**config.mk**
```make
export PLATFORM = sky130hd
export DESIGN_NAME = sba_arbiter
export DESIGN_NICKNAME = d
export VERILOG_FILES = /design/src/rtl/sba_pkg.sv /design/src/rtl/sba_arbiter.sv
export SDC_FILE = /design/constraint.sdc
export NUM_CORES = 1
export LEC_CHECK = 0
export BUFFER_PORTS_ARGS = -buffer_cell sky130_fd_sc_hd__buf_4
export CELL_PAD_IN_SITES_DETAIL_PLACEMENT = 0
export CELL_PAD_IN_SITES_GLOBAL_PLACEMENT = 2
export CORE_MARGIN = 1
export CORE_UTILIZATION = 22
export CTS_CLUSTER_DIAMETER = 200
export CTS_CLUSTER_SIZE = 24
export DETAILED_ROUTE_END_ITERATION = 8
export PLACE_DENSITY_LB_ADDON = 0.1
export SLEW_MARGIN = 20
export SYNTH_ARGS = -nofsm -noshare
export SYNTH_HDL_FRONTEND = slang
export SYNTH_SLANG_ARGS = --single-unit
```
**constraint.sdc**
```tcl
create_clock -name clk_sys -period 1.9 [get_ports clk_sys]
set_input_delay 0.285 -clock clk_sys [delete_from_list [all_inputs] [get_ports clk_sys]]
set_output_delay 0.285 -clock clk_sys [all_outputs]
set_load 0.01 [all_outputs]
```
**src/rtl/sba_pkg.sv**
```systemverilog
`default_nettype none

package sba_pkg;

    // Master codes double as indices into the request and grant vectors
    typedef enum logic [1:0] {
        SBA_CPU  = 2'b00,
        SBA_DMA  = 2'b01,
        SBA_RFSH = 2'b10,
        SBA_EXT  = 2'b11
    } sba_master_e;

    localparam int          SBA_NUM_MASTERS  = 4;
    localparam int          SBA_CODE_W       = 2;

    // Priority list, highest first in the top field
    localparam logic [7:0]  SBA_PRIO_DEFAULT = {SBA_RFSH, SBA_EXT, SBA_DMA, SBA_CPU};

    // Register port map
    localparam int          SBA_ADDR_W       = 2;
    localparam int          SBA_DATA_W       = 8;
    localparam logic [1:0]  SBA_REG_CTRL     = 2'h0;
    localparam logic [1:0]  SBA_REG_STATUS   = 2'h1;

    // Control register fields
    localparam int          SBA_CTRL_DBL_ACK = 0;
    localparam int          SBA_CTRL_RPL     = 1;
    localparam logic [1:0]  SBA_CTRL_RESET   = 2'h0;

    // Status register fields
    localparam int          SBA_ST_OWNER_LSB = 0;
    localparam int          SBA_ST_VALID     = 2;
    localparam int          SBA_ST_ABORT     = 3;
    localparam int          SBA_ST_REQ_LSB   = 4;

endpackage

`default_nettype wire

```
**src/rtl/sba_arbiter.sv**
```systemverilog
// Notes on behaviour
// - A master pulling its request low is answered with its acknowledge low.
// - Simultaneous requests: only the highest priority requester is acknowledged.
// - Requests sampled every cycle; handover only at the owner's release point.
// - CPU loses the bus only while it runs no bus cycle.
// - No release between read and write of the atomic test-and-set.
// - Retry input low while the CPU retries keeps the bus with the CPU.
// - In double acknowledge mode no release during interrupt acknowledge.
// - CPU operations split over several bus cycles finish before release.
// - DMA yields to higher priority only between its bus cycles.
// - Burst DMA suspends for a higher requester and resumes afterwards.
// - Dual-address DMA read and write run with no arbitration between.
// - Bus error on a dual-address read aborts, skips the write, releases.
// - Several express channels: bus released after each express transfer if another master requests.
// - Refresh controller releases at each refresh cycle boundary.
// - Burst refresh with priority bit set: no arbitration until count zero.
// - External master requests on its pin and waits for its acknowledge.
`default_nettype none

module sba_arbiter #(
    parameter logic [7:0] PRIO_ORDER = sba_pkg::SBA_PRIO_DEFAULT  // Highest priority code in [7:6]
) (
    input  wire logic                          clk_sys,                // 40 MHz system clock
    input  wire logic                          reset_n,                // Synchronous reset
    input  wire logic                          cpu_req_n,              // CPU bus request
    output logic                               cpu_ack_n,              // CPU bus grant
    input  wire logic                          cpu_bus_cycle,          // CPU runs a bus cycle
    input  wire logic                          atomic_test_and_set,    // Atomic read-modify-write in progress
    input  wire logic                          bus_retry_n,            // Bus retry input
    input  wire logic                          cpu_int_ack,            // CPU interrupt acknowledge cycle
    input  wire logic                          cpu_split_op,           // Operation spans several bus cycles
    input  wire logic                          dma_req_n,              // DMA bus request
    output logic                               dma_ack_n,              // DMA bus grant
    input  wire logic                          dma_cycle_busy,         // DMA inside a bus cycle
    input  wire logic                          dma_dual_pending,       // Dual-address read done, write due
    input  wire logic                          bus_error_n,            // Bus error on current cycle
    input  wire logic                          dma_express_done,       // Express channel transfer completed
    output logic                               dma_abort,              // Abort dual transfer, skip write
    output logic                               dma_suspended,          // DMA requesting but not granted
    input  wire logic                          rfsh_req_n,             // Refresh bus request
    output logic                               rfsh_ack_n,             // Refresh bus grant
    input  wire logic                          rfsh_cycle_busy,        // Refresh cycle in progress
    input  wire logic                          rfsh_burst,             // Burst refresh active
    input  wire logic                          rfsh_count_zero,        // Refresh counter reached zero
    input  wire logic                          ext_bus_request_n,      // External master request pin
    output logic                               ext_bus_ack_n,          // External master acknowledge pin
    output logic                               refresh_priority_level, // Refresh priority bit to refresher
    input  wire logic [sba_pkg::SBA_ADDR_W-1:0] reg_addr,              // Register address
    input  wire logic [sba_pkg::SBA_DATA_W-1:0] reg_wdata,             // Register write data
    input  wire logic                          reg_wr,                 // Write strobe
    input  wire logic                          reg_rd,                 // Read strobe
    output logic      [sba_pkg::SBA_DATA_W-1:0] reg_rdata              // Read data, cycle after strobe
);

    // Highest priority requester: {found, code}
    function automatic logic [2:0] pick_winner(input logic [3:0] req, input logic [7:0] prio);
        logic [2:0] r;
        r = 3'h0;
        for (int i = 0; i < sba_pkg::SBA_NUM_MASTERS; i++) begin
            if (!r[2] && req[prio[7-2*i -: 2]]) begin
                r = {1'b1, prio[7-2*i -: 2]};
            end
        end
        return r;
    endfunction

    sba_pkg::sba_master_e owner_r;
    sba_pkg::sba_master_e owner_nxt;
    logic                 own_valid_r;
    logic                 own_valid_nxt;
    logic                 dbl_ack_mode_r;
    logic                 rpl_r;
    logic                 retry_hold_r;
    logic                 cpu_cycle_q_r;
    logic                 express_yield_r;
    logic                 dma_abort_r;
    logic [3:0]           req_v;
    logic [3:0]           req_eff;
    logic [2:0]           win;
    logic                 abort_now;
    logic                 releasable;

    assign req_v     = ~{ext_bus_request_n, rfsh_req_n, dma_req_n, cpu_req_n};
    assign abort_now = own_valid_r && owner_r == sba_pkg::SBA_DMA && dma_dual_pending && !bus_error_n;

    // After an abort, or an express completion with another master requesting, the DMA request is held back once
    always_comb begin
        req_eff = req_v;
        if (express_yield_r || abort_now) begin
            req_eff[sba_pkg::SBA_DMA] = 1'b0;
        end
        if (express_yield_r && !abort_now && req_eff == 4'h0) begin
            req_eff = req_v;
        end
    end

    assign win = pick_winner(req_eff, PRIO_ORDER);

    // Release point of the current owner
    always_comb begin
        releasable = 1'b1;
        unique case (owner_r)
            sba_pkg::SBA_CPU: begin
                releasable = !cpu_bus_cycle
                           && !atomic_test_and_set
                           && bus_retry_n && !retry_hold_r
                           && !(dbl_ack_mode_r && cpu_int_ack)
                           && !cpu_split_op;
            end
            sba_pkg::SBA_DMA: begin
                releasable = (!dma_cycle_busy && !dma_dual_pending) || abort_now;
            end
            sba_pkg::SBA_RFSH: begin
                releasable = !rfsh_cycle_busy
                           && !(rfsh_burst && rpl_r && !rfsh_count_zero);
            end
            sba_pkg::SBA_EXT: begin
                releasable = !req_v[sba_pkg::SBA_EXT];
            end
        endcase
    end

    always_comb begin
        owner_nxt     = owner_r;
        own_valid_nxt = own_valid_r;
        if (!own_valid_r) begin
            owner_nxt     = sba_pkg::sba_master_e'(win[1:0]);
            own_valid_nxt = win[2];
        end else if (releasable && (!req_eff[owner_r] || win[1:0] != owner_r)) begin
            // A higher winner pre-empts; a suspended burst DMA wins back later
            owner_nxt     = sba_pkg::sba_master_e'(win[1:0]);
            own_valid_nxt = win[2];
        end
    end

    always_ff @(posedge clk_sys) begin
        if (!reset_n) begin
            owner_r     <= sba_pkg::SBA_CPU;
            own_valid_r <= 1'b0;
        end else begin
            owner_r     <= owner_nxt;
            own_valid_r <= own_valid_nxt;
        end
    end

    // Retry hold lasts until the retried CPU cycle has ended
    always_ff @(posedge clk_sys) begin
        if (!reset_n) begin
            retry_hold_r  <= 1'b0;
            cpu_cycle_q_r <= 1'b0;
        end else begin
            cpu_cycle_q_r <= cpu_bus_cycle;
            if (!bus_retry_n && own_valid_r && owner_r == sba_pkg::SBA_CPU) begin
                retry_hold_r <= 1'b1;
            end else if (cpu_cycle_q_r && !cpu_bus_cycle) begin
                retry_hold_r <= 1'b0;
            end
        end
    end

    // Set wins over clear when a completion lands with the handover
    always_ff @(posedge clk_sys) begin
        if (!reset_n) begin
            express_yield_r <= 1'b0;
        end else if (dma_express_done && own_valid_r && owner_r == sba_pkg::SBA_DMA) begin
            express_yield_r <= 1'b1;
        end else if (!dma_cycle_busy) begin
            express_yield_r <= 1'b0;
        end
    end

    always_ff @(posedge clk_sys) begin
        if (!reset_n) begin
            dma_abort_r <= 1'b0;
        end else begin
            dma_abort_r <= abort_now;
        end
    end

    // Register port
    always_ff @(posedge clk_sys) begin
        if (!reset_n) begin
            dbl_ack_mode_r <= sba_pkg::SBA_CTRL_RESET[sba_pkg::SBA_CTRL_DBL_ACK];
            rpl_r          <= sba_pkg::SBA_CTRL_RESET[sba_pkg::SBA_CTRL_RPL];
        end else if (reg_wr && reg_addr == sba_pkg::SBA_REG_CTRL) begin
            dbl_ack_mode_r <= reg_wdata[sba_pkg::SBA_CTRL_DBL_ACK];
            rpl_r          <= reg_wdata[sba_pkg::SBA_CTRL_RPL];
        end
    end

    always_ff @(posedge clk_sys) begin
        if (!reset_n) begin
            reg_rdata <= '0;
        end else begin
            reg_rdata <= '0;
            if (reg_rd && reg_addr == sba_pkg::SBA_REG_CTRL) begin
                reg_rdata[sba_pkg::SBA_CTRL_DBL_ACK] <= dbl_ack_mode_r;
                reg_rdata[sba_pkg::SBA_CTRL_RPL]     <= rpl_r;
            end else if (reg_rd && reg_addr == sba_pkg::SBA_REG_STATUS) begin
                reg_rdata[sba_pkg::SBA_ST_OWNER_LSB +: 2] <= owner_r;
                reg_rdata[sba_pkg::SBA_ST_VALID]          <= own_valid_r;
                reg_rdata[sba_pkg::SBA_ST_ABORT]          <= dma_abort_r;
                reg_rdata[sba_pkg::SBA_ST_REQ_LSB +: 4]   <= req_v;
            end
        end
    end

    // Grants are decoded through gates from the owner and valid flops, not registered one per master
    assign cpu_ack_n     = !(own_valid_r && owner_r == sba_pkg::SBA_CPU);
    assign dma_ack_n     = !(own_valid_r && owner_r == sba_pkg::SBA_DMA);
    assign rfsh_ack_n    = !(own_valid_r && owner_r == sba_pkg::SBA_RFSH);
    assign ext_bus_ack_n = !(own_valid_r && owner_r == sba_pkg::SBA_EXT);
    assign dma_abort     = dma_abort_r;
    assign dma_suspended = !dma_req_n && dma_ack_n;
    assign refresh_priority_level = rpl_r;

    logic [2:0] win_q_r;
    logic       idle_q_r;

    always_ff @(posedge clk_sys) begin
        if (!reset_n) begin
            win_q_r  <= 3'h0;
            idle_q_r <= 1'b1;
        end else begin
            win_q_r  <= win;
            idle_q_r <= !own_valid_r;
        end
    end

    a_grant_onehot: assert property (@(posedge clk_sys) disable iff (!reset_n)
        $onehot0(~{cpu_ack_n, dma_ack_n, rfsh_ack_n, ext_bus_ack_n}))
        else $error("more than one acknowledge active");

    a_idle_grant: assert property (@(posedge clk_sys) disable iff (!reset_n)
        (!own_valid_r && |req_v) |=> (own_valid_r && owner_r == win_q_r[1:0]))
        else $error("idle bus not granted to highest requester");

    a_cpu_cycle_hold: assert property (@(posedge clk_sys) disable iff (!reset_n)
        (!cpu_ack_n && cpu_bus_cycle) |=> !cpu_ack_n)
        else $error("bus taken from cpu during a bus cycle");

    a_tas_hold: assert property (@(posedge clk_sys) disable iff (!reset_n)
        (!cpu_ack_n && atomic_test_and_set) |=> !cpu_ack_n)
        else $error("bus released inside atomic sequence");

    a_retry_hold: assert property (@(posedge clk_sys) disable iff (!reset_n)
        (!cpu_ack_n && !bus_retry_n) |=> !cpu_ack_n ##0 retry_hold_r)
        else $error("bus released during retry");

    a_intack_hold: assert property (@(posedge clk_sys) disable iff (!reset_n)
        (!cpu_ack_n && cpu_int_ack && dbl_ack_mode_r) |=> !cpu_ack_n)
        else $error("bus released during interrupt acknowledge");

    a_split_hold: assert property (@(posedge clk_sys) disable iff (!reset_n)
        (!cpu_ack_n && cpu_split_op) |=> !cpu_ack_n)
        else $error("bus released inside split operation");

    a_dma_cycle_hold: assert property (@(posedge clk_sys) disable iff (!reset_n)
        (!dma_ack_n && dma_cycle_busy && !dma_dual_pending) |=> !dma_ack_n)
        else $error("dma lost bus inside a bus cycle");

    a_dual_pair: assert property (@(posedge clk_sys) disable iff (!reset_n)
        (!dma_ack_n && dma_dual_pending && bus_error_n) |=> !dma_ack_n)
        else $error("arbitration between dual-address read and write");

    a_berr_abort: assert property (@(posedge clk_sys) disable iff (!reset_n)
        (!dma_ack_n && dma_dual_pending && !bus_error_n) |=> (dma_ack_n && dma_abort))
        else $error("bus error did not abort and release dma");

    a_rpl_hold: assert property (@(posedge clk_sys) disable iff (!reset_n)
        (!rfsh_ack_n && rfsh_burst && rpl_r && !rfsh_count_zero) |=> !rfsh_ack_n)
        else $error("arbitration during priority burst refresh");

    a_ext_needs_req: assert property (@(posedge clk_sys) disable iff (!reset_n)
        $fell(ext_bus_ack_n) |-> !$past(ext_bus_request_n))
        else $error("external acknowledge without request");

    a_dma_preempt: assert property (@(posedge clk_sys) disable iff (!reset_n)
        (!dma_ack_n && !dma_cycle_busy && !dma_dual_pending && !rfsh_req_n
         && PRIO_ORDER[7:6] == sba_pkg::SBA_RFSH) |=> !rfsh_ack_n ##0 (dma_suspended || dma_req_n))
        else $error("dma not pre-empted by higher requester");

    c_dma_preempted: cover property (@(posedge clk_sys) disable iff (!reset_n)
        !dma_ack_n ##1 dma_suspended [*2] ##1 !dma_ack_n);

    c_berr_abort: cover property (@(posedge clk_sys) disable iff (!reset_n)
        dma_abort);

    c_ext_grant: cover property (@(posedge clk_sys) disable iff (!reset_n)
        !cpu_ack_n ##[1:20] !ext_bus_ack_n);

    c_express_yield: cover property (@(posedge clk_sys) disable iff (!reset_n)
        express_yield_r ##1 !rfsh_ack_n);

    c_idle_return: cover property (@(posedge clk_sys) disable iff (!reset_n)
        idle_q_r ##1 !own_valid_r ##1 own_valid_r);

endmodule

`default_nettype wire

```
# ---- Word-level counts from Yosys, hierarchy flattened
# Cells that the tools add are included.
dict set report classes {
  n_lt_le_gt_ge 1
  mux 19
  n_reduce_logical 62
  n_eq_ne 7
  bitwise_logic 3
}
# operator count
set op_table {}
lappend op_table {{logical AND 1 bit} 31}
lappend op_table {{zero test 1 bit} 23}
lappend op_table {{two-way mux 3 bit} 4}
lappend op_table {{two-way mux 2 bit} 5}
lappend op_table {{two-way mux 1 bit} 8}
lappend op_table {{== test 2 x 1 -> 1 bit, second input constant} 2}
lappend op_table {{== test 2 bit, second input constant} 2}
lappend op_table {{zero test 2 bit} 2}
lappend op_table {{zero test 4 bit} 1}
lappend op_table {{inequality test 2 x 1 -> 1 bit, second input constant} 2}
lappend op_table {{inverter 4 bit} 1}
lappend op_table {{case mux 1 bit (4 select lines)} 1}
lappend op_table {{logical OR 1 bit} 3}
lappend op_table {{< comparator 2 x 3 -> 1 bit, second input constant} 1}
lappend op_table {{OR reduction 3 bit} 1}
lappend op_table {{binary-select mux 1 bit (select 2 bit)} 1}
lappend op_table {{inequality test 2 bit} 1}
lappend op_table {{inverter 1 bit} 2}
lappend op_table {{nonzero test 2 bit} 1}
dict set report word_totals {
  register_bits 17
  input_bits 30
  out_inout_bits 15
  elab_cells 102
}

# ---- Longest topological paths before layout
# Gate-level depths: netlist of the first run.
dict set report logic_depth {
  ltp_word 19
  depth_mapped 6
  ltp_nobuf 5
}

# ---- Worst setup path after synthesis of the first run
# No wires, ideal clock.
dict set report synth_timing {
  path_type {register -> register}
  startpoint {register owner_r[0]}
  endpoint {register owner_r[1]}
  setup_time_ns 0.118
  arrival_time_ns 1.302
  synth_period_minus_slack_ns 1.420
  stages_incl_launch_ff 7
  setup_slack_ns 0.480
  path_buffers 1
  t_required_ns 1.782
  cell_sequence {dfxtp_1 buf_6 and3b_4 a221oi_4 o22ai_1 a21o_1 mux2i_1}
}
dict set report synth_between {
  elab_chain_cells 18
  elab_cells_between_ends 30
  cone_classes {5 x eq/ne; 9 x mux; 16 x reduce/logical}
}
# element line
set synth_lines {}
lappend synth_lines {{start: declaration} sba_arbiter.sv:67} ;# sba_pkg::sba_master_e owner_r;
lappend synth_lines {{start signal: assignment} sba_arbiter.sv:138} ;# owner_r <= sba_pkg::SBA_CPU;
lappend synth_lines {{start signal: assignment} sba_arbiter.sv:141} ;# owner_r <= owner_nxt;
lappend synth_lines {{== test 2 x 1 -> 1 bit} {sba_arbiter.sv:84, sba_arbiter.sv:102}}
lappend synth_lines {{logical AND 1 bit (3 in series)} sba_arbiter.sv:84} ;# assign abort_now = own_valid_r && owner_r == sba_pkg::SBA_DMA && dma_dual_pending && !bus_error_n;
lappend synth_lines {{logical OR 1 bit} sba_arbiter.sv:89} ;# if (express_yield_r || abort_now) begin
lappend synth_lines {{two-way mux 1 bit} sba_arbiter.sv:89}
lappend synth_lines {{zero test 4 bit} sba_arbiter.sv:92} ;# if (express_yield_r && !abort_now && req_eff == 4'h0) begin
lappend synth_lines {{logical AND 1 bit} sba_arbiter.sv:92}
lappend synth_lines {{two-way mux 2 bit} sba_arbiter.sv:92}
lappend synth_lines {{logical AND 1 bit} sba_arbiter.sv:60} ;# if (!r[2] && req[prio[7-2*i -: 2]]) begin
lappend synth_lines {{two-way mux 3 bit} sba_arbiter.sv:60}
lappend synth_lines {{zero test 1 bit} sba_arbiter.sv:60}
lappend synth_lines {{logical AND 1 bit} sba_arbiter.sv:60}
lappend synth_lines {{two-way mux 3 bit} sba_arbiter.sv:60}
lappend synth_lines {{inequality test 2 bit} sba_arbiter.sv:129} ;# end else if (releasable && (!req_eff[owner_r] || win[1:0] != owner_r)) begin
lappend synth_lines {{logical OR 1 bit} sba_arbiter.sv:129}
lappend synth_lines {{logical AND 1 bit} sba_arbiter.sv:129}
lappend synth_lines {{inequality test 2 x 1 -> 1 bit (no source line)} -}
# Several ways; a longest one is shown, not always the timed one. The select of a mux whose other input is x is not followed.
# A chain may end at the register's enable or synchronous reset.

# ---- Final worst setup path of the first run
dict set report layout_timing {
  startpoint {register owner_r[0]}
  endpoint {output dma_suspended}
}
dict set report layout_between {
  elab_chain_cells 4
}
# element line
set layout_lines {}
lappend layout_lines {{== test 2 x 1 -> 1 bit} sba_arbiter.sv:210} ;# assign dma_ack_n = !(own_valid_r && owner_r == sba_pkg::SBA_DMA);
lappend layout_lines {{logical AND 1 bit} sba_arbiter.sv:210}
lappend layout_lines {{zero test 1 bit} sba_arbiter.sv:210}
lappend layout_lines {{logical AND 1 bit} sba_arbiter.sv:214} ;# assign dma_suspended = !dma_req_n && dma_ack_n;
lappend layout_lines {{end: declaration} sba_arbiter.sv:39} ;# output logic dma_suspended,
# No other way between the ends.

==> impl_metrics.csv, run 1 <==
group,metric,value,unit
cts,clkSinkCount,17,
cts,post_cts_resize_count,0,
timing,timing.slew.headroom,0.728,
setup_path,crit_path_start_kind,"flip-flop",
timing,postLayoutSetupSlackWorst,0.320,ns
place,gp_congestion,0.790,
synth,avgSynthCellArea,8.64,um2
place,placement_stage_worst_setup_slack,0.349,ns
synth,yosys.cell_count.top_type,"sky130_fd_sc_hd__nor2_1",
place,placedCellCount,168,
setup_path,cell_depth_of_the_worst_flop_to_flop_path,5,
place,postPlaceCellArea,1090,um2
setup_path,crit_type,"reg -> out",
cts,cts_tree,"built",
synth,synth_top_cells_by_area,"sky130_fd_sc_hd__dfxtp_1, sky130_fd_sc_hd__nor2_1, sky130_fd_sc_hd__mux2i_1",
cts,clkTransAtPathRegs,0.10,ns
place,post-dp-hpwl,1520,um
grt,globalRoute.totalOverflow,0,
cts,cts-buffers-inserted,3,
grt,grt_first_pass_wirelength,3040,um
grt,number_of_global_route_vias_before_repair,694,
cts,post_cts.repair.setup_buffers,0,
job,max_cap_viol_count,0,
synth,synth_seq_area_share,0.447,
floorplan,die_x,60.8,um
routing,drt_iter0_markers,7,
timing,period_share,0.832,
place,io_buffer_count,38,
power,leakage,0.490,nW
synth,async_flop_share,0,
floorplan,die_h,60.8,um
setup_path,critical_path_peak_fanout,9,
synth,synth-seq-cells,17,
power,powerDensity,640,nW/um2
synth,ys.warnings.count,0,
synth,synth_area_leader_cell,"sky130_fd_sc_hd__dfxtp_1",
synth,synth_edf_count,0,
routing,wirelength,1870,um
synth,synthCells,88,
cts,cts.root.buffer_cell,"sky130_fd_sc_hd__clkbuf_4",
synth,synth_common_cells,"sky130_fd_sc_hd__nor2_1, sky130_fd_sc_hd__dfxtp_1, sky130_fd_sc_hd__inv_1",
power,total_power,713,uW
setup_path,endpoint_type_of_the_worst_setup_path,"output pin",
timing,worstMarginPinSlew,0.407,ns
floorplan,fp-row-count,20,
synth,postSynth.topFlopCell,"sky130_fd_sc_hd__dfxtp_1",
timing,report.final.setup_viol,0,
routing,detailroute.via_count,737,
cts,clk-insertion-delay-late,0.29,ns
floorplan,floorplan.io_pins,45,
finish,final_design_area_no_fill,1110,um2
finish,antenna-diode-count,0,
grt,track_usage,0.112,
synth,post_synth_instance_area,761,um2
routing,post-route-drc-count,0,
power,maximum_ir_drop_on_the_vdd_rail,0.000253,V
routing,first_pass_iters,2,
timing,clock.fmax,0.633,GHz
cts,htree_levels,1,
floorplan,core_area,3180,um2
floorplan,initial_core_util,0.239,
grt,antenna_violations_before_repair,0,
synth,synthesis.nets,118,
timing,timing.final.hold_violations,0,
finish,post_route_cells_drive_above_1_share,0.359,
timing,final.setup_skew,0.000369,ns
timing,hold-worst-slack,0.164,ns
cts,ctsHoldBuffers,0,
cts,max_clock_buf_depth,2,
routing,detail_route.wl_per_cell,10.9,um
timing,final_period_minus_worst_setup_slack,1.58,ns
routing,antenna_left,0,
timing,timing_max_transition_violations_final,0,
timing,rsz0062_at_grt,"false",
setup_path,cp.required,1.62,ns
finish,fin_cells,172,
finish,finalNetCount,159,
grt,grt_max_degree,11,
worst_hold_path,whs_path_depth,2,
finish,num-fill-cells,356,
synth,post_synth_top_area_share,0.447,
synth,synth.distinct_cells,30,
setup_path,data_arrival_at_the_endpoint_of_the_critical_path,1.30,ns
finish,syn_to_final_growth,46.5,%
floorplan,die_area,3700,um2
routing,vias_per_cell,4.28,
worst_hold_path,min-delay-path-class,"in -> reg",
finish,final_core_util,0.351,
outcome,result_of_the_run,"finished clean",
timing,post_route_setup_tns,0,ns
## final timing paths
kind,start,to,slack [ns]
max,owner_r[0]$_SDFFE_PN0P_,dma_suspended,0.32
min,cpu_req_n,reg_rdata[4]$_SDFF_PP0_,0.16
max reg2reg,owner_r[0]$_SDFFE_PN0P_,owner_r[1]$_SDFFE_PN0P_,0.34
min reg2reg,dma_abort$_SDFF_PN0_,reg_rdata[3]$_SDFF_PP0_,0.44
## registers in the layout, indices dropped and copies added (netlist names)
register / cells
retry_hold_r: 1
cpu_cycle_q_r: 1
refresh_priority_level: 1
dbl_ack_mode_r: 1
own_valid_r: 1
express_yield_r: 1
reg_rdata: 8
owner_r: 2
dma_abort: 1
## cell type report
cell class,instances,area [um2],share of cell area
tap,44,55.1,0.0494
clock buffer,3,22.5,0.0202
multi-input combinational,61,373,0.334
sequential,17,340,0.305
clock inverter,1,5.00,0.00449
inverter,7,26.3,0.0236
timing repair buffer,39,293,0.263
## report_power, final
part           leakage, nW  internal [mW]  switching (mW)
combinational        0.334         0.0773          0.0639
clock               0.0177         0.0783           0.112
sequential           0.139          0.369          0.0130
total                0.490          0.524           0.189
## metal layers
layer  share of wire  track usage  up-vias
met1            0.47        0.145      331
li1                -            -      384
met2            0.47        0.177       20
met3           0.054       0.0405        2
met5               0            0        -
met4          0.0080       0.0292        0
## cell families after synthesis
logic type / share of synthesized area
AOI/OAI and AO/OA: 0.137
xor gates and xnor gates: 0.0115
buffers and inverters: 0.0625
DFF: 0.447
muxes: 0.0658
and+or+nand+nor: 0.276
## worst max-delay path, cell delays in order, from the launching register on
cell	delay [ns]
sky130_fd_sc_hd__dfxtp_1	0.53
sky130_fd_sc_hd__and3b_4	0.30
sky130_fd_sc_hd__nor2_1	0.05
sky130_fd_sc_hd__buf_4	0.13
## cells in the final DEF, fill, tap and decap left out
master	n
sky130_fd_sc_hd__a21o_1	1
sky130_fd_sc_hd__a21oi_1	4
sky130_fd_sc_hd__a221oi_4	1
sky130_fd_sc_hd__a22oi_1	1
sky130_fd_sc_hd__a31o_2	1
sky130_fd_sc_hd__and2_1	1
sky130_fd_sc_hd__and3b_4	1
sky130_fd_sc_hd__buf_4	39
sky130_fd_sc_hd__clkbuf_4	3
sky130_fd_sc_hd__clkinv_2	1
sky130_fd_sc_hd__dfxtp_1	17
sky130_fd_sc_hd__inv_1	7
sky130_fd_sc_hd__mux2i_1	5
sky130_fd_sc_hd__nand2_1	6
sky130_fd_sc_hd__nand2b_1	1
sky130_fd_sc_hd__nand3_1	4
sky130_fd_sc_hd__nand3b_1	1
sky130_fd_sc_hd__nand4_1	1
sky130_fd_sc_hd__nand4b_1	1
sky130_fd_sc_hd__nor2_1	18
sky130_fd_sc_hd__nor2b_1	1
sky130_fd_sc_hd__nor3_1	1
sky130_fd_sc_hd__nor3b_1	3
sky130_fd_sc_hd__nor4_1	2
sky130_fd_sc_hd__o2111ai_1	1
sky130_fd_sc_hd__o21ai_0	2
sky130_fd_sc_hd__o221ai_1	1
sky130_fd_sc_hd__o22ai_1	1
sky130_fd_sc_hd__or3_1	1
sky130_fd_sc_hd__xor2_1	1
Power figures use the tool's default switching activity.
==> run 2, diff against run 1 <==
CORE_UTILIZATION = 20   (was 22)
clock period = 1.4 ns   (was 1.9 ns; I/O delays follow)
==> impl_metrics.csv, run 2 (synthesized netlist as in run 1, its figures left out) <==
group,metric,value,unit
power,p_sw,295,uW
finish,largest_registers,"reg_rdata x8, owner_r x2",
power,maximum_ir_drop_on_the_vdd_rail,0.000379,V
finish,layout_commonest_cell,"sky130_fd_sc_hd__buf_4",
timing,period_share,1.02,
timing,timing.final.hold_violations,0,
grt,track_usage,0.116,
floorplan,fp-row-count,22,
floorplan,initial_core_util,0.208,
cts,clkTransAtPathRegs,0.07,ns
place,placement_stage_worst_setup_slack,-0.0841,ns
routing,first_pass_iters,2,
setup_path,data_arrival_at_the_endpoint_of_the_critical_path,1.21,ns
power,seq_power_share,0.453,
worst_hold_path,timing.hold.worst.start,"cpu_req_n",
setup_path,path_cells,"and3b_4 > buf_6 > nor2_2 > buf_4",
setup_path,crit_path_start_kind,"flip-flop",
routing,wirelength,2180,um
timing,post_route_setup_tns,-0.0428,ns
worst_hold_path,min_delay_worst_endpoint,"reg_rdata[4]$_SDFF_PP0_",
grt,grt_max_degree,10,
cts,clkSinkCount,17,
cts,htree_levels,1,
power,power_frac_clock,0.332,
cts,cts-buffers-inserted,3,
setup_path,reg2reg_slack,-0.02,ns
grt,number_of_global_route_vias_before_repair,815,
setup_path,critical_path_peak_fanout,5,
job,max_cap_viol_count,0,
power,internal_power,844,uW
place,post-dp-hpwl,1660,um
cts,clk-insertion-delay-late,0.26,ns
setup_path,cell_depth_of_the_worst_flop_to_flop_path,5,
timing,postLayoutSetupSlackWorst,-0.0240,ns
routing,post-route-drc-count,0,
setup_path,endpoint_type_of_the_worst_setup_path,"output pin",
power,powerDensity,888,nW/um2
setup_path,critical_path.top_delay_family,"flip-flops",
setup_path,worst-path-buf-inv,2,
cts,max_clock_buf_depth,2,
routing,drt_iter0_markers,25,
routing,antenna_left,0,
routing,vias_per_cell,4.17,
timing,hold-worst-slack,0.130,ns
outcome,result_of_the_run,"finished, violations left",
timing,timing.slew.headroom,0.733,
outcome,violations,"setup timing",
power,comb_power_share,0.215,
timing,timing_max_transition_violations_final,0,
worst_hold_path,min-delay-path-class,"in -> reg",
timing,clock.fmax,0.702,GHz
floorplan,die_area,4050,um2
routing,detail_route.wl_per_cell,11.5,um
power,p_sw_frac,0.259,
floorplan,die_x,63.7,um
worst_hold_path,whs_path_depth,2,
cts,cts.root.buffer_cell,"sky130_fd_sc_hd__clkbuf_8",
finish,syn_to_final_growth,68.7,%
floorplan,floorplan.io_pins,45,
routing,detailroute.via_count,788,
floorplan,core_area,3660,um2
floorplan,die_h,63.7,um
setup_path,rr_startpoint,"owner_r[1]$_SDFFE_PN0P_",
place,postPlaceCellArea,1170,um2
timing,report.final.setup_viol,2,
grt,grt_first_pass_wirelength,3580,um
grt,antenna_violations_before_repair,0,
power,leakage,0.573,nW
finish,largest_register_ff_count,8,
cts,ctsHoldBuffers,0,
finish,antenna-diode-count,0,
timing,worstMarginPinSlew,0.400,ns
place,gp_congestion,0.737,
finish,post_route_cells_drive_above_1_share,0.475,
cts,cts_tree,"built",
setup_path,cp.required,1.19,ns
setup_path,critPathSlowestCell,"sky130_fd_sc_hd__dfxtp_4",
timing,rsz0062_at_grt,"true",
place,io_buffer_count,38,
finish,layout.cells.most_common_list,"sky130_fd_sc_hd__buf_4, sky130_fd_sc_hd__nor2_1, sky130_fd_sc_hd__dfxtp_1",
setup_path,crit_type,"reg -> out",
setup_path,timing.rr.end,"owner_r[1]$_SDFFE_PN0P_",
finish,max_flop_register,"reg_rdata",
finish,final_design_area_no_fill,1280,um2
finish,finalNetCount,172,
timing,final.setup_skew,0.00159,ns
setup_path,critical_path.max_stage_delay,0.36,ns
grt,globalRoute.totalOverflow,0,
power,total_power,1.14,mW
timing,final_period_minus_worst_setup_slack,1.42,ns
[run 2: changes by cell type in the layout (fill, tap and decap cells not counted), sizes merged]
| cell | previous run | this run |
|---|---|---|
| clkinv | 1 | 0 |
| buf | 39 | 51 |
| clkbuf | 3 | 5 |
[run 2: power groups by stage]
stage               Clock [mW]  Sequential, mW  Combinational, mW
finish                   0.379           0.516              0.245
detailed placement           0           0.527              0.224
global placement             0           0.528              0.224
global route             0.416           0.518              0.267
floorplan                    0           0.522              0.102
CTS                      0.397           0.517              0.234
[run 2: what timing repair did]
item | 4_1_cts | 5_1_grt
gates resized for setup | 10 | 5
setup buffers | 0 | 3
endpoints found under the hold margin | 0 | 0
gates cloned | 0 | 0
setup endpoints to repair | 7 | 5
pin swaps | 3 | 3
[run 2: area by class of cell]
| cell class | instances | area (um2) |
|---|---|---|
| tap | 48 | 60.1 |
| fill | 408 | 2380 |
| inverter | 7 | 26.3 |
| clock buffer | 4 | 45.0 |
| sequential | 17 | 348 |
| multi-input combinational | 61 | 405 |
| timing repair buffer | 52 | 399 |
[run 2: worst max-delay path by stage]
stage,start,endpoint,slack (ns),cells after the start
2_1_floorplan,owner_r[0]$_SDFFE_PN0P_,owner_r[1]$_SDFFE_PN0P_,0.002,6
3_3_place_gp,owner_r[0]$_SDFFE_PN0P_,owner_r[1]$_SDFFE_PN0P_,-0.10,5
3_5_place_dp,owner_r[0]$_SDFFE_PN0P_,owner_r[1]$_SDFFE_PN0P_,-0.08,5
4_1_cts,owner_r[1]$_SDFFE_PN0P_,dma_suspended,-0.03,4
5_1_grt,owner_r[1]$_SDFFE_PN0P_,owner_r[1]$_SDFFE_PN0P_,-0.08,6
6_report,owner_r[1]$_SDFFE_PN0P_,dma_suspended,-0.02,4
[run 2: metal layers]
layer  vias up  track usage  part of all wire
met5         -            0                 0
met4         0       0.0341             0.012
met3         4       0.0417             0.061
met2        24        0.194              0.48
met1       351        0.136              0.45
li1        409            -                 -
[run 2: metrics by stage]
stage                util  instances
floorplan               -         88
global placement    0.319        182
detailed placement  0.319        182
CTS                 0.339        186
global route        0.351        189
finish              0.351        189
==> run 3, diff against run 2 <==
clock period = 1.15 ns   (was 1.4 ns; I/O delays follow)
==> impl_metrics.csv, run 3 (synthesized netlist as in run 1, its figures left out) <==
group,metric,value,unit
cts,ctsHoldBuffers,0,
routing,detailroute.via_count,818,
cts,htree_levels,1,
finish,post_route_cells_drive_above_1_share,0.514,
setup_path,cp.required,1.34,ns
grt,number_of_global_route_vias_before_repair,837,
setup_path,worst-path-buf-inv,1,
floorplan,core_area,3660,um2
place,post-dp-hpwl,1780,um
cts,cts-buffers-inserted,3,
floorplan,die_x,63.7,um
job,max_cap_viol_count,0,
cts,clkSinkCount,17,
grt,antenna_violations_before_repair,0,
power,powerDensity,1040,nW/um2
worst_hold_path,min_delay_worst_endpoint,"reg_rdata[4]$_SDFF_PP0_",
setup_path,cell_depth_of_the_worst_flop_to_flop_path,6,
setup_path,critical_path.top_delay_family,"simple AND/OR/NAND/NOR gates",
grt,grt_max_degree,10,
routing,vias_per_cell,4.17,
routing,first_pass_iters,2,
finish,largest_register_ff_count,8,
outcome,result_of_the_run,"finished, violations left",
timing,timing.final.hold_violations,0,
cts,clkTransAtPathRegs,0.07,ns
setup_path,critical_path.max_stage_delay,0.36,ns
setup_path,crit_path_start_kind,"flip-flop",
timing,worstMarginPinSlew,0.301,ns
setup_path,rr_startpoint,"owner_r[1]$_SDFFE_PN0P_",
floorplan,die_h,63.7,um
cts,max_clock_buf_depth,2,
outcome,violations,"setup timing",
finish,max_flop_register,"reg_rdata",
grt,grt_first_pass_wirelength,3640,um
finish,layout.cells.most_common_list,"sky130_fd_sc_hd__buf_4, sky130_fd_sc_hd__nor2_1, sky130_fd_sc_hd__dfxtp_1",
finish,largest_registers,"reg_rdata x8, owner_r x2",
setup_path,critical_path_peak_fanout,5,
timing,timing.slew.headroom,0.798,
routing,post-route-drc-count,0,
setup_path,data_arrival_at_the_endpoint_of_the_critical_path,1.61,ns
finish,syn_to_final_growth,78.8,%
worst_hold_path,whs_path_depth,2,
setup_path,crit_type,"reg -> reg",
setup_path,timing.rr.end,"owner_r[0]$_SDFFE_PN0P_",
worst_hold_path,timing.hold.worst.start,"cpu_req_n",
timing,timing_max_transition_violations_final,0,
finish,final_core_util,0.371,
routing,detail_route.wl_per_cell,11.8,um
cts,cts.root.buffer_cell,"sky130_fd_sc_hd__clkbuf_8",
routing,antenna_left,0,
finish,layout_commonest_cell,"sky130_fd_sc_hd__buf_4",
timing,period_share,1.24,
power,maximum_ir_drop_on_the_vdd_rail,0.000474,V
timing,rsz0062_at_grt,"true",
place,gp_congestion,0.768,
routing,drt_iter0_markers,8,
setup_path,critPathSlowestCell,"sky130_fd_sc_hd__dfxtp_4",
floorplan,die_area,4050,um2
timing,postLayoutSetupSlackWorst,-0.272,ns
grt,track_usage,0.116,
power,leakage,0.614,nW
timing,report.final.setup_viol,8,
place,placement_stage_worst_setup_slack,-0.302,ns
routing,wirelength,2310,um
floorplan,initial_core_util,0.208,
cts,clk-insertion-delay-late,0.25,ns
worst_hold_path,min-delay-path-class,"in -> reg",
finish,finalNetCount,179,
timing,final_period_minus_worst_setup_slack,1.42,ns
place,io_buffer_count,38,
floorplan,floorplan.io_pins,45,
finish,antenna-diode-count,0,
setup_path,path_cells,"buf_4 > nor3b_1 > o21ai_1 > o2111ai_2 > or3_1 > a21oi_2",
grt,globalRoute.totalOverflow,0,
cts,cts_tree,"built",
timing,clock.fmax,0.703,GHz
timing,final.setup_skew,0.000966,ns
setup_path,endpoint_type_of_the_worst_setup_path,"flip-flop",
floorplan,fp-row-count,22,
setup_path,reg2reg_slack,-0.27,ns
-- run 3: changes by cell type in the layout (fill, tap and decap cells not counted), moves of 2 or more --
cell / change
sky130_fd_sc_hd__buf_4: +3
sky130_fd_sc_hd__buf_6: +5
sky130_fd_sc_hd__nand3_1: -2
sky130_fd_sc_hd__nand3_2: +2
sky130_fd_sc_hd__nor4_1: +2
sky130_fd_sc_hd__nor4_2: -2
-- run 3: worst max-delay path by stage --
stage | cells after the start | to | from
global route | 6 | owner_r[0]$_SDFFE_PN0P_ | owner_r[1]$_SDFFE_PN0P_
CTS | 5 | owner_r[1]$_SDFFE_PN0P_ | owner_r[1]$_SDFFE_PN0P_
detailed placement | 5 | owner_r[1]$_SDFFE_PN0P_ | owner_r[0]$_SDFFE_PN0P_
finish | 6 | owner_r[0]$_SDFFE_PN0P_ | owner_r[1]$_SDFFE_PN0P_
global placement | 5 | owner_r[0]$_SDFFE_PN0P_ | owner_r[0]$_SDFFE_PN0P_
floorplan | 6 | owner_r[1]$_SDFFE_PN0P_ | owner_r[0]$_SDFFE_PN0P_
-- run 3: through the flow --
stage               hold WS [ns]  cells  area (um2)  power (mW)  setup TNS, ns
floorplan                  0.245     88         769       0.765         -0.615
global placement           0.359    188        1220       0.936         -0.865
detailed placement         0.363    188        1220       0.937          -1.13
CTS                       0.0893    193        1310        1.43          -1.70
global route              0.0981    196        1360        1.50          -2.00
finish                    0.0933    196        1360        1.42          -1.49
-- run 3: cell type report --
type                    count  area, um2
well taps                  48       60.1
multi-input cells          61        405
inverters                   7       28.8
fillers                   394       2300
flip-flops and latches     17        348
repair buffers             59        473
clock buffers               4       45.0
-- run 3: per-layer routing --
metal / vias up / routed length (um) / track usage
met5: - / 0 / 0
met3: 3 / 131 / 0.0380
met1: 371 / 959 / 0.126
met2: 24 / 1210 / 0.214
met4: 0 / 10 / 0.0256
li1: 420 / - / -
-- run 3: worst reg2reg max path, cell delays in order (launching register included) --
cell and delay (ns):
sky130_fd_sc_hd__dfxtp_4 0.36, sky130_fd_sc_hd__buf_4 0.15, sky130_fd_sc_hd__nor3b_1 0.13, sky130_fd_sc_hd__o21ai_1 0.09, sky130_fd_sc_hd__o2111ai_2 0.15, sky130_fd_sc_hd__or3_1 0.35
sky130_fd_sc_hd__a21oi_2 0.12
-- run 3: what timing repair did --
| item | 4_1_cts | 5_1_grt |
|---|---|---|
| endpoints found under the setup margin | 10 | 9 |
| gates resized for setup | 12 | 12 |
| setup buffers | 1 | 5 |
| pin swaps | 4 | 1 |
| cloned | 0 | 0 |
-- run 3: where the power goes --
| group | internal, mW | switching, mW | leakage (nW) |
|---|---|---|---|
| registers | 0.610 | 0.0164 | 0.140 |
| logic | 0.197 | 0.139 | 0.452 |
| clock network | 0.246 | 0.212 | 0.0228 |
| total | 1.05 | 0.368 | 0.614 |
